## src/design/prfh_consts.svh

```systemverilog
// Constants of the upper physical request filter: offsets, fields, resets.
// Assumes inclusion by the package and the design modules by bare name.
`ifndef PRFH_CONSTS_SVH
`define PRFH_CONSTS_SVH

`define PRFH_DATA_W        32
`define PRFH_ADDR_W        9
`define PRFH_BE_W          4
`define PRFH_BUS_W         10
`define PRFH_NODE_W        6
`define PRFH_CNT_W         16

`define PRFH_OFS_SET       9'h110
`define PRFH_OFS_CLEAR     9'h114
`define PRFH_OFS_STATUS    9'h128
`define PRFH_OFS_COUNT     9'h12C

`define PRFH_FILTER_RST    32'h0000_0000
`define PRFH_KEEP_MASK     32'h8000_0000
`define PRFH_ALL_BUSES_BIT 31
`define PRFH_NODE_BASE     6'h20
`define PRFH_NODE_LAST     6'h3E
`define PRFH_LOCAL_ALIAS   10'h3FF
`define PRFH_WORD_ZERO     32'h0000_0000
`define PRFH_CNT_ZERO      16'h0000
`define PRFH_CNT_ONE       16'h0001
`define PRFH_NODE_ZERO     6'h00

`endif

```

## src/design/prfh_pkg.sv

```systemverilog
// Types shared by the upper physical request filter modules.
// Assumes prfh_consts.svh on the include path.
`include "prfh_consts.svh"

package prfh_pkg;

	typedef enum logic [0:0] {
		PRFH_IDLE = 1'b0,
		PRFH_ACK  = 1'b1
	} prfh_bus_state_t;

	// Register write after byte lane masking
	typedef struct packed {
		logic                       wr;
		logic [`PRFH_ADDR_W-1:0]    addr;
		logic [`PRFH_DATA_W-1:0]    data;
	} prfh_reg_wr_t;

	// Request as seen by the receive path
	typedef struct packed {
		logic                       valid;
		logic                       to_phys;
		logic                       async_accept;
		logic [`PRFH_BUS_W-1:0]     src_bus;
		logic [`PRFH_NODE_W-1:0]    src_node;
	} prfh_pkt_req_t;

	// Routing verdict
	typedef struct packed {
		logic                       valid;
		logic                       handled;
		logic                       ack;
		logic                       phys_ctx;
		logic                       async_ctx;
		logic [`PRFH_NODE_W-1:0]    src_node;
	} prfh_route_t;

endpackage

```

## src/design/phys_request_filter_high.sv

```systemverilog
// Upper physical request filter: register bank and receive routing verdict.
// Assumes the receive path presents one request per cycle with its async
// filter result, and that software reaches the bank over Avalon-MM.
`timescale 1ns/10ps
`default_nettype none
`include "prfh_consts.svh"

module phys_request_filter_high (
	// Clock and resets
	input  wire logic                       sys_clk,
	input  wire logic                       rst_n,
	input  wire logic                       host_port_reset,
	// Avalon-MM slave
	input  wire logic [`PRFH_ADDR_W-1:0]    avs_address,
	input  wire logic                       avs_read,
	input  wire logic                       avs_write,
	input  wire logic [`PRFH_DATA_W-1:0]    avs_writedata,
	input  wire logic [`PRFH_BE_W-1:0]      avs_byteenable,
	output var  logic [`PRFH_DATA_W-1:0]    avs_readdata,
	output logic                            avs_waitrequest,
	// Link identity
	input  wire logic [`PRFH_BUS_W-1:0]     local_bus_id,
	// Incoming request
	input  wire prfh_pkg::prfh_pkt_req_t    pkt_req,
	// Routing verdict
	output prfh_pkg::prfh_route_t           route,
	output logic                            accept_all_remote_buses
);

	typedef struct packed {
		prfh_pkg::prfh_route_t      route;
		logic [`PRFH_CNT_W-1:0]     phys_count;
		logic [`PRFH_CNT_W-1:0]     async_count;
	} prfh_top_state_t;

	prfh_top_state_t                state;
	prfh_top_state_t                next_state;
	prfh_pkg::prfh_reg_wr_t         reg_wr;
	logic [`PRFH_ADDR_W-1:0]        reg_rd_addr;
	logic [`PRFH_DATA_W-1:0]        reg_rd_data;
	logic [`PRFH_DATA_W-1:0]        filter;
	logic                           set_stb;
	logic                           clr_stb;
	logic                           cnt_clr;
	logic                           src_local;
	logic                           node_in_range;
	logic [`PRFH_NODE_W-1:0]        node_index;
	logic                           node_enabled;
	logic                           verdict_ack;
	logic                           verdict_phys;
	logic                           verdict_async;
	logic                           verdict_handled;

	// Address hit test, used by the strobes and the read mux
	function automatic logic addr_is(
		input logic [`PRFH_ADDR_W-1:0] addr,
		input logic [`PRFH_ADDR_W-1:0] ofs
	);
		addr_is = (addr == ofs);
	endfunction

	prfh_avmm_slave u_slave (
		.sys_clk         (sys_clk),
		.rst_n           (rst_n),
		.avs_address     (avs_address),
		.avs_read        (avs_read),
		.avs_write       (avs_write),
		.avs_writedata   (avs_writedata),
		.avs_byteenable  (avs_byteenable),
		.avs_readdata    (avs_readdata),
		.avs_waitrequest (avs_waitrequest),
		.reg_wr          (reg_wr),
		.reg_rd_addr     (reg_rd_addr),
		.reg_rd_data     (reg_rd_data)
	);

	assign set_stb = reg_wr.wr && addr_is(reg_wr.addr, `PRFH_OFS_SET);
	assign clr_stb = reg_wr.wr && addr_is(reg_wr.addr, `PRFH_OFS_CLEAR);
	assign cnt_clr = reg_wr.wr && addr_is(reg_wr.addr, `PRFH_OFS_COUNT);

	// Zero bits of the write data leave their filter bits alone
	prfh_setclr_reg #(
		.WIDTH     (`PRFH_DATA_W),
		.RST_VALUE (`PRFH_FILTER_RST),
		.KEEP_MASK (`PRFH_KEEP_MASK)
	) u_filter (
		.sys_clk         (sys_clk),
		.rst_n           (rst_n),
		.host_port_reset (host_port_reset),
		.set_stb         (set_stb),
		.clr_stb         (clr_stb),
		.wdata           (reg_wr.data),
		.value           (filter)
	);

	assign accept_all_remote_buses = filter[`PRFH_ALL_BUSES_BIT];

	// Read mux; unmapped offsets read zero
	always_comb begin
		reg_rd_data = `PRFH_WORD_ZERO;
		if (addr_is(reg_rd_addr, `PRFH_OFS_SET) ||
			addr_is(reg_rd_addr, `PRFH_OFS_CLEAR)) begin
			reg_rd_data = filter;
		end else if (addr_is(reg_rd_addr, `PRFH_OFS_STATUS)) begin
			reg_rd_data = {{(`PRFH_DATA_W-`PRFH_NODE_W-5){1'b0}},
				state.route.src_node,
				state.route.async_ctx,
				state.route.phys_ctx,
				state.route.ack,
				state.route.handled,
				state.route.valid};
		end else if (addr_is(reg_rd_addr, `PRFH_OFS_COUNT)) begin
			reg_rd_data = {state.async_count, state.phys_count};
		end
	end

	// Source classification
	assign src_local = (pkt_req.src_bus == local_bus_id) ||
		(pkt_req.src_bus == `PRFH_LOCAL_ALIAS);
	assign node_in_range = (pkt_req.src_node >= `PRFH_NODE_BASE) &&
		(pkt_req.src_node <= `PRFH_NODE_LAST);
	assign node_index = pkt_req.src_node - `PRFH_NODE_BASE;
	assign node_enabled = filter[node_index[`PRFH_NODE_W-2:0]];

	always_comb begin
		verdict_handled = 1'b0;
		verdict_ack     = 1'b0;
		verdict_phys    = 1'b0;
		verdict_async   = 1'b0;
		if (!src_local) begin
			verdict_handled = 1'b1;
			verdict_ack     = accept_all_remote_buses;
			verdict_phys    = accept_all_remote_buses && pkt_req.to_phys;
			verdict_async   = accept_all_remote_buses && !pkt_req.to_phys;
		end else if (node_in_range) begin
			verdict_handled = 1'b1;
			verdict_ack     = pkt_req.async_accept;
			if (pkt_req.async_accept) begin
				if (pkt_req.to_phys && node_enabled) begin
					verdict_phys = 1'b1;
				end else begin
					verdict_async = 1'b1;
				end
			end
		end
	end

	always_comb begin
		next_state                = state;
		next_state.route.valid    = pkt_req.valid;
		next_state.route.handled  = pkt_req.valid && verdict_handled;
		next_state.route.ack      = pkt_req.valid && verdict_ack;
		next_state.route.phys_ctx = pkt_req.valid && verdict_phys;
		next_state.route.async_ctx = pkt_req.valid && verdict_async;
		next_state.route.src_node = pkt_req.src_node;
		// A count in the same cycle as a clear is kept: that counter restarts at one
		if (cnt_clr) begin
			next_state.phys_count  = `PRFH_CNT_ZERO;
			next_state.async_count = `PRFH_CNT_ZERO;
		end
		if (pkt_req.valid && verdict_phys) begin
			next_state.phys_count = (cnt_clr ? `PRFH_CNT_ZERO : state.phys_count)
				+ `PRFH_CNT_ONE;
		end
		if (pkt_req.valid && verdict_async) begin
			next_state.async_count = (cnt_clr ? `PRFH_CNT_ZERO : state.async_count)
				+ `PRFH_CNT_ONE;
		end
	end

	always_ff @(posedge sys_clk) begin
		if (!rst_n) begin
			state.route       <= '0;
			state.route.src_node <= `PRFH_NODE_ZERO;
			state.phys_count  <= `PRFH_CNT_ZERO;
			state.async_count <= `PRFH_CNT_ZERO;
		end else begin
			state <= next_state;
		end
	end

	assign route = state.route;

endmodule
`default_nettype wire

```

## src/design/prfh_avmm_slave.sv

```systemverilog
// Avalon-MM slave front end with waitrequest for the filter registers.
// Assumes the owner decodes addresses and supplies read data combinationally.
`timescale 1ns/10ps
`default_nettype none
`include "prfh_consts.svh"

module prfh_avmm_slave (
	// Clock and reset
	input  wire logic                       sys_clk,
	input  wire logic                       rst_n,
	// Avalon-MM slave
	input  wire logic [`PRFH_ADDR_W-1:0]    avs_address,
	input  wire logic                       avs_read,
	input  wire logic                       avs_write,
	input  wire logic [`PRFH_DATA_W-1:0]    avs_writedata,
	input  wire logic [`PRFH_BE_W-1:0]      avs_byteenable,
	output var  logic [`PRFH_DATA_W-1:0]    avs_readdata,
	output logic                            avs_waitrequest,
	// Register side
	output prfh_pkg::prfh_reg_wr_t          reg_wr,
	output logic [`PRFH_ADDR_W-1:0]         reg_rd_addr,
	input  wire logic [`PRFH_DATA_W-1:0]    reg_rd_data
);

	typedef struct packed {
		prfh_pkg::prfh_bus_state_t  st;
		logic [`PRFH_DATA_W-1:0]    rdata;
	} prfh_slv_state_t;

	prfh_slv_state_t             state;
	prfh_slv_state_t             next_state;
	logic [`PRFH_DATA_W-1:0]     lane_mask;

	// Byte enables widened to a bit mask
	genvar b;
	generate
		for (b = 0; b < `PRFH_BE_W; b++) begin : g_lane
			assign lane_mask[b*8 +: 8] = {8{avs_byteenable[b]}};
		end
	endgenerate

	always_comb begin
		next_state = state;
		unique case (state.st)
			prfh_pkg::PRFH_IDLE: begin
				if (avs_read || avs_write) begin
					next_state.st = prfh_pkg::PRFH_ACK;
				end
				next_state.rdata = avs_read ? reg_rd_data : `PRFH_WORD_ZERO;
			end
			prfh_pkg::PRFH_ACK: begin
				next_state.st = prfh_pkg::PRFH_IDLE;
			end
		endcase
	end

	always_ff @(posedge sys_clk) begin
		if (!rst_n) begin
			state <= '{st: prfh_pkg::PRFH_IDLE, rdata: `PRFH_WORD_ZERO};
		end else begin
			state <= next_state;
		end
	end

	// Answer one cycle after the request is seen; writes land on the edge that ends that cycle
	assign avs_waitrequest = (state.st != prfh_pkg::PRFH_ACK);
	assign avs_readdata    = state.rdata;
	assign reg_rd_addr     = avs_address;
	assign reg_wr.wr       = (state.st == prfh_pkg::PRFH_ACK) && avs_write;
	assign reg_wr.addr     = avs_address;
	assign reg_wr.data     = avs_writedata & lane_mask;

endmodule
`default_nettype wire

```

## src/design/prfh_setclr_reg.sv

```systemverilog
// Set/clear register: ones set or clear bits, zeros leave them alone.
// Assumes set and clear strobes come from distinct addresses.
`timescale 1ns/10ps
`default_nettype none
`include "prfh_consts.svh"

module prfh_setclr_reg #(
	parameter int                  WIDTH     = `PRFH_DATA_W,
	parameter logic [WIDTH-1:0]    RST_VALUE = `PRFH_FILTER_RST,
	parameter logic [WIDTH-1:0]    KEEP_MASK = `PRFH_KEEP_MASK
) (
	// Clock and resets
	input  wire logic                sys_clk,
	input  wire logic                rst_n,
	input  wire logic                host_port_reset,
	// Software access
	input  wire logic                set_stb,
	input  wire logic                clr_stb,
	input  wire logic [WIDTH-1:0]    wdata,
	// Contents
	output logic [WIDTH-1:0]         value
);

	typedef struct packed {
		logic [WIDTH-1:0]  bits;
	} prfh_scr_state_t;

	prfh_scr_state_t    state;
	prfh_scr_state_t    next_state;
	logic [WIDTH-1:0]   next_bits;

	// Host port reset spares kept bits; a set in the same cycle wins
	genvar i;
	generate
		for (i = 0; i < WIDTH; i++) begin : g_bit
			assign next_bits[i] = (set_stb && wdata[i]) ? 1'b1 :
				((clr_stb && wdata[i]) ? 1'b0 :
				((host_port_reset && !KEEP_MASK[i]) ? RST_VALUE[i] : state.bits[i]));
		end
	endgenerate

	always_comb begin
		next_state      = state;
		next_state.bits = next_bits;
	end

	always_ff @(posedge sys_clk) begin
		if (!rst_n) begin
			state.bits <= RST_VALUE;
		end else begin
			state <= next_state;
		end
	end

	assign value = state.bits;

endmodule
`default_nettype wire

```

## config.mk

```make
export PLATFORM = sky130hd
export DESIGN_NAME = phys_request_filter_high
export DESIGN_NICKNAME = d
export VERILOG_FILES = /design/src/design/prfh_pkg.sv /design/src/design/phys_request_filter_high.sv /design/src/design/prfh_avmm_slave.sv /design/src/design/prfh_setclr_reg.sv
export VERILOG_INCLUDE_DIRS = /design/src /design/src/design
export SDC_FILE = /design/constraint.sdc
export NUM_CORES = 1
export LEC_CHECK = 0
export BUFFER_PORTS_ARGS = -buffer_cell sky130_fd_sc_hd__buf_4
export CORE_ASPECT_RATIO = 1.25
export CORE_MARGIN = 2
export CORE_UTILIZATION = 56
export CTS_CLUSTER_DIAMETER = 150
export CTS_CLUSTER_SIZE = 10
export DETAILED_ROUTE_END_ITERATION = 10
export PLACE_DENSITY = 0.82
export SETUP_SLACK_MARGIN = 0.02
export SLEW_MARGIN = 20
export SYNTH_ARGS = -nofsm -noshare
export SYNTH_HDL_FRONTEND = slang
export SYNTH_SLANG_ARGS = --single-unit
export TNS_END_PERCENT = 10
```

## constraint.sdc

```tcl
create_clock -name sys_clk -period 2.75 [get_ports sys_clk]
set_input_delay 0.275 -clock sys_clk [delete_from_list [all_inputs] [get_ports sys_clk]]
set_output_delay 0.275 -clock sys_clk [all_outputs]
set_load 0.05 [all_outputs]
```

* After elaboration in Yosys (flattened, before gate mapping)
Index checks and enable logic that the tools add are counted.
** Storage, ports and cells
- Register bits after elaboration :: 108
- Input bits :: 79
- Output and inout bits :: 45
** Operators by class
- Add/sub/neg operators :: 3
- Order comparisons :: 3
- Eq/ne operators :: 6
- Mux-type cells :: 90
- Bitwise gates (word level) :: 2
- Reduce and logical (&&, ||, !) cells :: 114
** Operator list (count)
- $mux 32 :: 5
- $reduce_bool 3->1 :: 31
- $mux 1 :: 79
- $logic_and 1x1->1 :: 76
- $mux 16 :: 4
- $eq 9x9->1 const B :: 4
- $add 16x1->16 const B :: 2
- $and 32x32->32 :: 1
- $eq 10x10->1 :: 1
- $eq 10x10->1 const B :: 1
- $ge 6x6->1 const B :: 1
- $le 6x6->1 const B :: 1
- $lt 5x6->1 const B :: 1
- $reduce_bool 2->1 :: 3
- $bmux 1 s5 :: 1
- $sub 5x1->5 const B :: 1
- $logic_or 1x1->1 :: 3
- $pmux 1 s2 :: 1
- $logic_not 1->1 :: 1
- $not 1->1 :: 1

* Logic depth before layout (Yosys ltp)
- Depth after elaboration :: 10
- Gate-level depth with buffers :: 10
- Depth with buffers taken out :: 7

* By module
Synthesis repeated with hierarchy kept, for this count alone.
** Unflattened totals
- Cell total of the unflattened synthesis :: 764
- Area total of the unflattened synthesis :: 6481.2 um^2
** Modules (own cells, without submodules)
- phys_request_filter_high :: times used 1, cells each 364, area each 3019.1 um^2, seq. area each 860.8 um^2
- prfh_avmm_slave :: times used 1, cells each 229, area each 1896.8 um^2, seq. area each 660.6 um^2
- prfh_setclr_reg :: times used 1, cells each 171, area each 1565.3 um^2, seq. area each 640.6 um^2

* Worst setup path before layout
OpenSTA, ideal clock, no wires.
- Path kind :: input port to flip-flop
- Start point :: input port avs_address[6]
- End point :: register state[12] (netlist bit)
- Library setup time :: 0.131 ns
- Arrival :: 2.357 ns
- Required time :: 2.619 ns
- Path slack :: 0.262 ns
- Cell stages on the path :: 8
- Cells stage by stage :: or4b_1 > or4_1 > clkbuf_1 > and2_1 > ha_1 > nand2_1 > or4_1 > a21oi_1
** On the way
- Longest elaborated chain between the ends :: 5
- Elaborated cells between the ends (all ways) :: 6
** RTL lines
- from (decl) :: line phys_request_filter_high.sv:14 : input wire logic [`PRFH_ADDR_W-1:0] avs_address,
- $eq 9x9->1 * :: line phys_request_filter_high.sv:59 : addr_is = (addr == ofs);
- $logic_and 1x1->1 * :: line phys_request_filter_high.sv:79 : assign cnt_clr = reg_wr.wr && addr_is(reg_wr.addr, `PRFH_OFS_COUNT);
- $mux 16 :: line phys_request_filter_high.sv:166 : next_state.async_count = (cnt_clr ? `PRFH_CNT_ZERO : state.async_count)
- $add 16x1->16 (no line)
- $mux 16 :: line phys_request_filter_high.sv:165 : if (pkt_req.valid && verdict_async) begin
- to (signal assigned) :: line phys_request_filter_high.sv:178 : state <= next_state;
- to (decl) :: line phys_request_filter_high.sv:36 : prfh_top_state_t state;
Mark *: on every way between the ends. The rest lies on a longest branch, timed or not.
A chain may end at the register's enable or synchronous reset.

* Worst setup path after layout
- Start point :: register u_filter.state (netlist bit u_filter.value[11])
- End point :: register state[14] (netlist bit)
** On the way
- Longest elaborated chain between the ends :: 9
- Elaborated cells between the ends (all ways) :: 10
** RTL lines
- from (decl) :: line prfh_setclr_reg.sv:28 : prfh_scr_state_t state;
- from (signal assigned) :: line prfh_setclr_reg.sv:51 : state <= next_state;
- $bmux 1 s5 * :: line phys_request_filter_high.sv:123 : assign node_enabled = filter[node_index[`PRFH_NODE_W-2:0]];
- $mux 1 * :: line phys_request_filter_high.sv:123
- $logic_and 1x1->1 * :: line phys_request_filter_high.sv:139 : if (pkt_req.to_phys && node_enabled) begin
- $mux 1 * :: line phys_request_filter_high.sv:139
- $mux 1 * :: line phys_request_filter_high.sv:138 : if (pkt_req.async_accept) begin
- $mux 1 * :: line phys_request_filter_high.sv:135 : end else if (node_in_range) begin
- $mux 1 * :: line phys_request_filter_high.sv:130 : if (!src_local) begin
- $logic_and 1x1->1 * :: line phys_request_filter_high.sv:165
- $mux 16 / $reduce_bool 2->1 (equally long branches)
Mark *: on every way between the ends. The rest lies on a longest branch, timed or not. The select of a mux whose other input is x is not followed.

==> impl_metrics.json <==
{
  "drt_wl_total_um": 16400,
  "die_h_um": 121,
  "nNetsFinal": 878,
  "dp_cells": 918,
  "swShare": 0.229,
  "clk_latency_ns": 0.35,
  "track_usage": 0.276,
  "cts_buffers": 9,
  "critical_path_arrival_ns": 2.80,
  "io-pin-count": 124,
  "antennaDiodeCount": 0,
  "slew_headroom": 0.452,
  "drtAntennaViolNets": 0,
  "intPower_mw": 2.49,
  "p_leak_nw": 2.63,
  "drc": 0,
  "cts.path.max_buffers": 2,
  "coreArea_um2": 10600,
  "ys_top_cells_by_count": "dfxtp_1 (108), nand2_1 (101), clkbuf_1 (46), buf_4 (43), o21ai_0 (38)",
  "start_util": 0.576,
  "synth_cell_types": 57,
  "cts_hold_buffers": 0,
  "ir_worst_vdd_mv": 0.359,
  "setup_viol": 0,
  "rows": 42,
  "cp.required_ns": 3.04,
  "root_buffer": "clkbuf_16",
  "grt_max_degree": 68,
  "drive_gt1_frac": 0.210,
  "fin_skew_ns": 0.00358,
  "period_share": 0.915,
  "crit_type": "register to register",
  "p_comb_frac": 0.095,
  "status": "finished, final reports clean",
  "vias": 5757,
  "antenna_found_initial": 0,
  "synth_seq_cells": 108,
  "yosysMostFrequentCell": "dfxtp_1",
  "synth_cells": 750,
  "cts_sinks": 108,
  "async_reset_ff_frac": 0,
  "max_cap_violations": 0,
  "grt_pass1_vias": 5471,
  "start_kind": "register",
  "die_area_um2": 11800,
  "port_buffers": 123,
  "grt_setup_unrepaired": "false",
  "synthesis.area_um2": 6120,
  "dp_hpwl_um": 12000,
  "syn_area_per_cell_um2": 8.16,
  "synth_top_area_share": 0.353,
  "worstSetupEndpointType": "register",
  "dr.pass1.iters": 6,
  "hold_path.class": "primary input to register",
  "critPathMaxFanout": 14,
  "hold_viol": 0,
  "p_per_area_nw_per_um2": 459,
  "switchingPower_uw": 741,
  "seqPwrFrac": 0.487,
  "grt_overflow": 0,
  "total_power_mw": 3.24,
  "drv_slew": 0,
  "synthFlopType": "dfxtp_1",
  "yosys.area.top_type": "dfxtp_1",
  "cts_tree": "done",
  "dr.first_iter.drc_count": 440,
  "clk_pin_slew_worst_paths_ns": 0.07,
  "finalSetupTns_ns": 0,
  "seq_area_frac_synth": 0.353,
  "period_minus_slack_ns": 2.52,
  "htreeDepth": 3,
  "syn_to_final_growth_pct": 15.2,
  "synth_edf_count": 0,
  "cts_resized": 0,
  "clkPwrFrac": 0.418,
  "post_cts.repair.setup_buffers": 0,
  "grt_pass1_wl_um": 26500,
  "synth.area.top_cells": "dfxtp_1 (35%), nand2_1 (6.2%), buf_4 (5.3%), a311oi_1 (4.4%), a22oi_1 (3.9%)",
  "final_util": 0.664,
  "stdcell_count": 932,
  "drt-vias-per-instance": 6.18,
  "clock.fmax_mhz": 397,
  "worst_pin_slew_ns": 0.820,
  "avgRoutedWirePerCell_um": 17.6,
  "synth-warning-count": 0,
  "synth_nets": 831,
  "die_w_um": 97.5,
  "gp_congestion": 0.895
}
[kinds of logic (layout without fill, tap and decap cells)]
group | count (synthesis) | count (layout) | share of synthesized area
buffers and inverters | 137 | 187 | 0.117
xor gates and xnor gates | 12 | 12 | 0.0172
DFF | 108 | 108 | 0.353
adders and majority gates | 2 | 2 | 0.00409
AOI/OAI and AO/OA | 190 | 190 | 0.219
and+or+nand+nor | 273 | 273 | 0.232
muxes | 28 | 28 | 0.0581
[worst max-delay path, stage by stage, from the launching register on]
cell and delay (ns):
dfxtp_1 0.36, mux2_1 0.31, a222oi_1 0.48, o2111ai_1 0.25, nand4_2 0.24, nand2_4 0.14, or4_1 0.52, a21oi_1 0.15
[metrics by stage]
| step | setup WS, ns | instance area (µm²) | hold slack [ns] |
|---|---|---|---|
| after global routing | 0.0957 | 7050 | 0.152 |
| after detailed placement | 0.0395 | 6740 | 0.476 |
| final | 0.233 | 7050 | 0.152 |
| after CTS | 0.306 | 7050 | 0.147 |
| after global placement | 0.0979 | 6740 | 0.456 |
| after floorplan | 0.262 | 6120 | 0.397 |
[routing by layer]
layer | part of all wire | GRT usage | wire, µm | up-vias
li1 | - | - | - | 2715
met1 | 0.41 | 0.350 | 6750 | 2737
met2 | 0.49 | 0.465 | 8050 | 265
met3 | 0.069 | 0.0524 | 1140 | 40
met4 | 0.027 | 0.109 | 444 | 0
met5 | 0 | 0 | 0 | -
[placed cells by master, fill, tap and decap left out, types with 3 or more instances in the layout]
| cell type | count |
|---|---|
| o21ai_0 | 38 |
| buf_4 | 136 |
| o2111ai_1 | 4 |
| nor2b_1 | 13 |
| and3_1 | 8 |
| xnor2_1 | 12 |
| mux4_1 | 3 |
| a22oi_1 | 32 |
| mux2i_1 | 16 |
| nor2_1 | 36 |
| a21oi_1 | 21 |
| inv_1 | 37 |
| mux2_2 | 5 |
| or3_1 | 9 |
| clkbuf_16 | 9 |
| nand4_1 | 13 |
| o31ai_1 | 15 |
| clkbuf_8 | 4 |
| dfxtp_1 | 108 |
| o21a_1 | 31 |
| and2_1 | 35 |
| or4_1 | 17 |
| nand2_1 | 101 |
| nand3_1 | 19 |
| o211ai_1 | 5 |
| nand2b_1 | 4 |
| a311oi_1 | 31 |
[final timing paths]
kind | slack, ns | endpoint | cells past startpoint | from
setup / recovery | 0.23 | state[14] | 7 | u_filter.value[11]
hold / removal | 0.15 | route[5] | 2 | pkt_req[5]
setup reg to reg | 0.23 | state[14] | 7 | u_filter.value[11]
hold reg to reg | 0.48 | state[15] | 2 | state[15]
[power by group through the flow]
stage / registers [mW] / clock network, mW / logic (mW)
final: 1.58 / 1.35 / 0.306
after detailed placement: 1.61 / 0 / 0.303
after global routing: 1.58 / 1.43 / 0.330
after global placement: 1.61 / 0 / 0.295
after floorplan: 1.61 / 0 / 0.171
after CTS: 1.58 / 1.37 / 0.305
[area by class of cell]
type / instances / area, µm²
flip-flops and latches: 108 / 2160
clock buffers: 13 / 280
multi-input cells: 505 / 3250
fillers: 894 / 3570
clock inverters: 1 / 30.0
inverters: 37 / 139
well taps: 132 / 165
repair buffers: 136 / 1020
[state kept, by name, indices dropped and copies added (netlist names)]
signal and flops:
route 11, state 32, u_filter.value 32, u_slave.avs_readdata 32, u_slave.state 1
(Power assumes the default switching activity.)
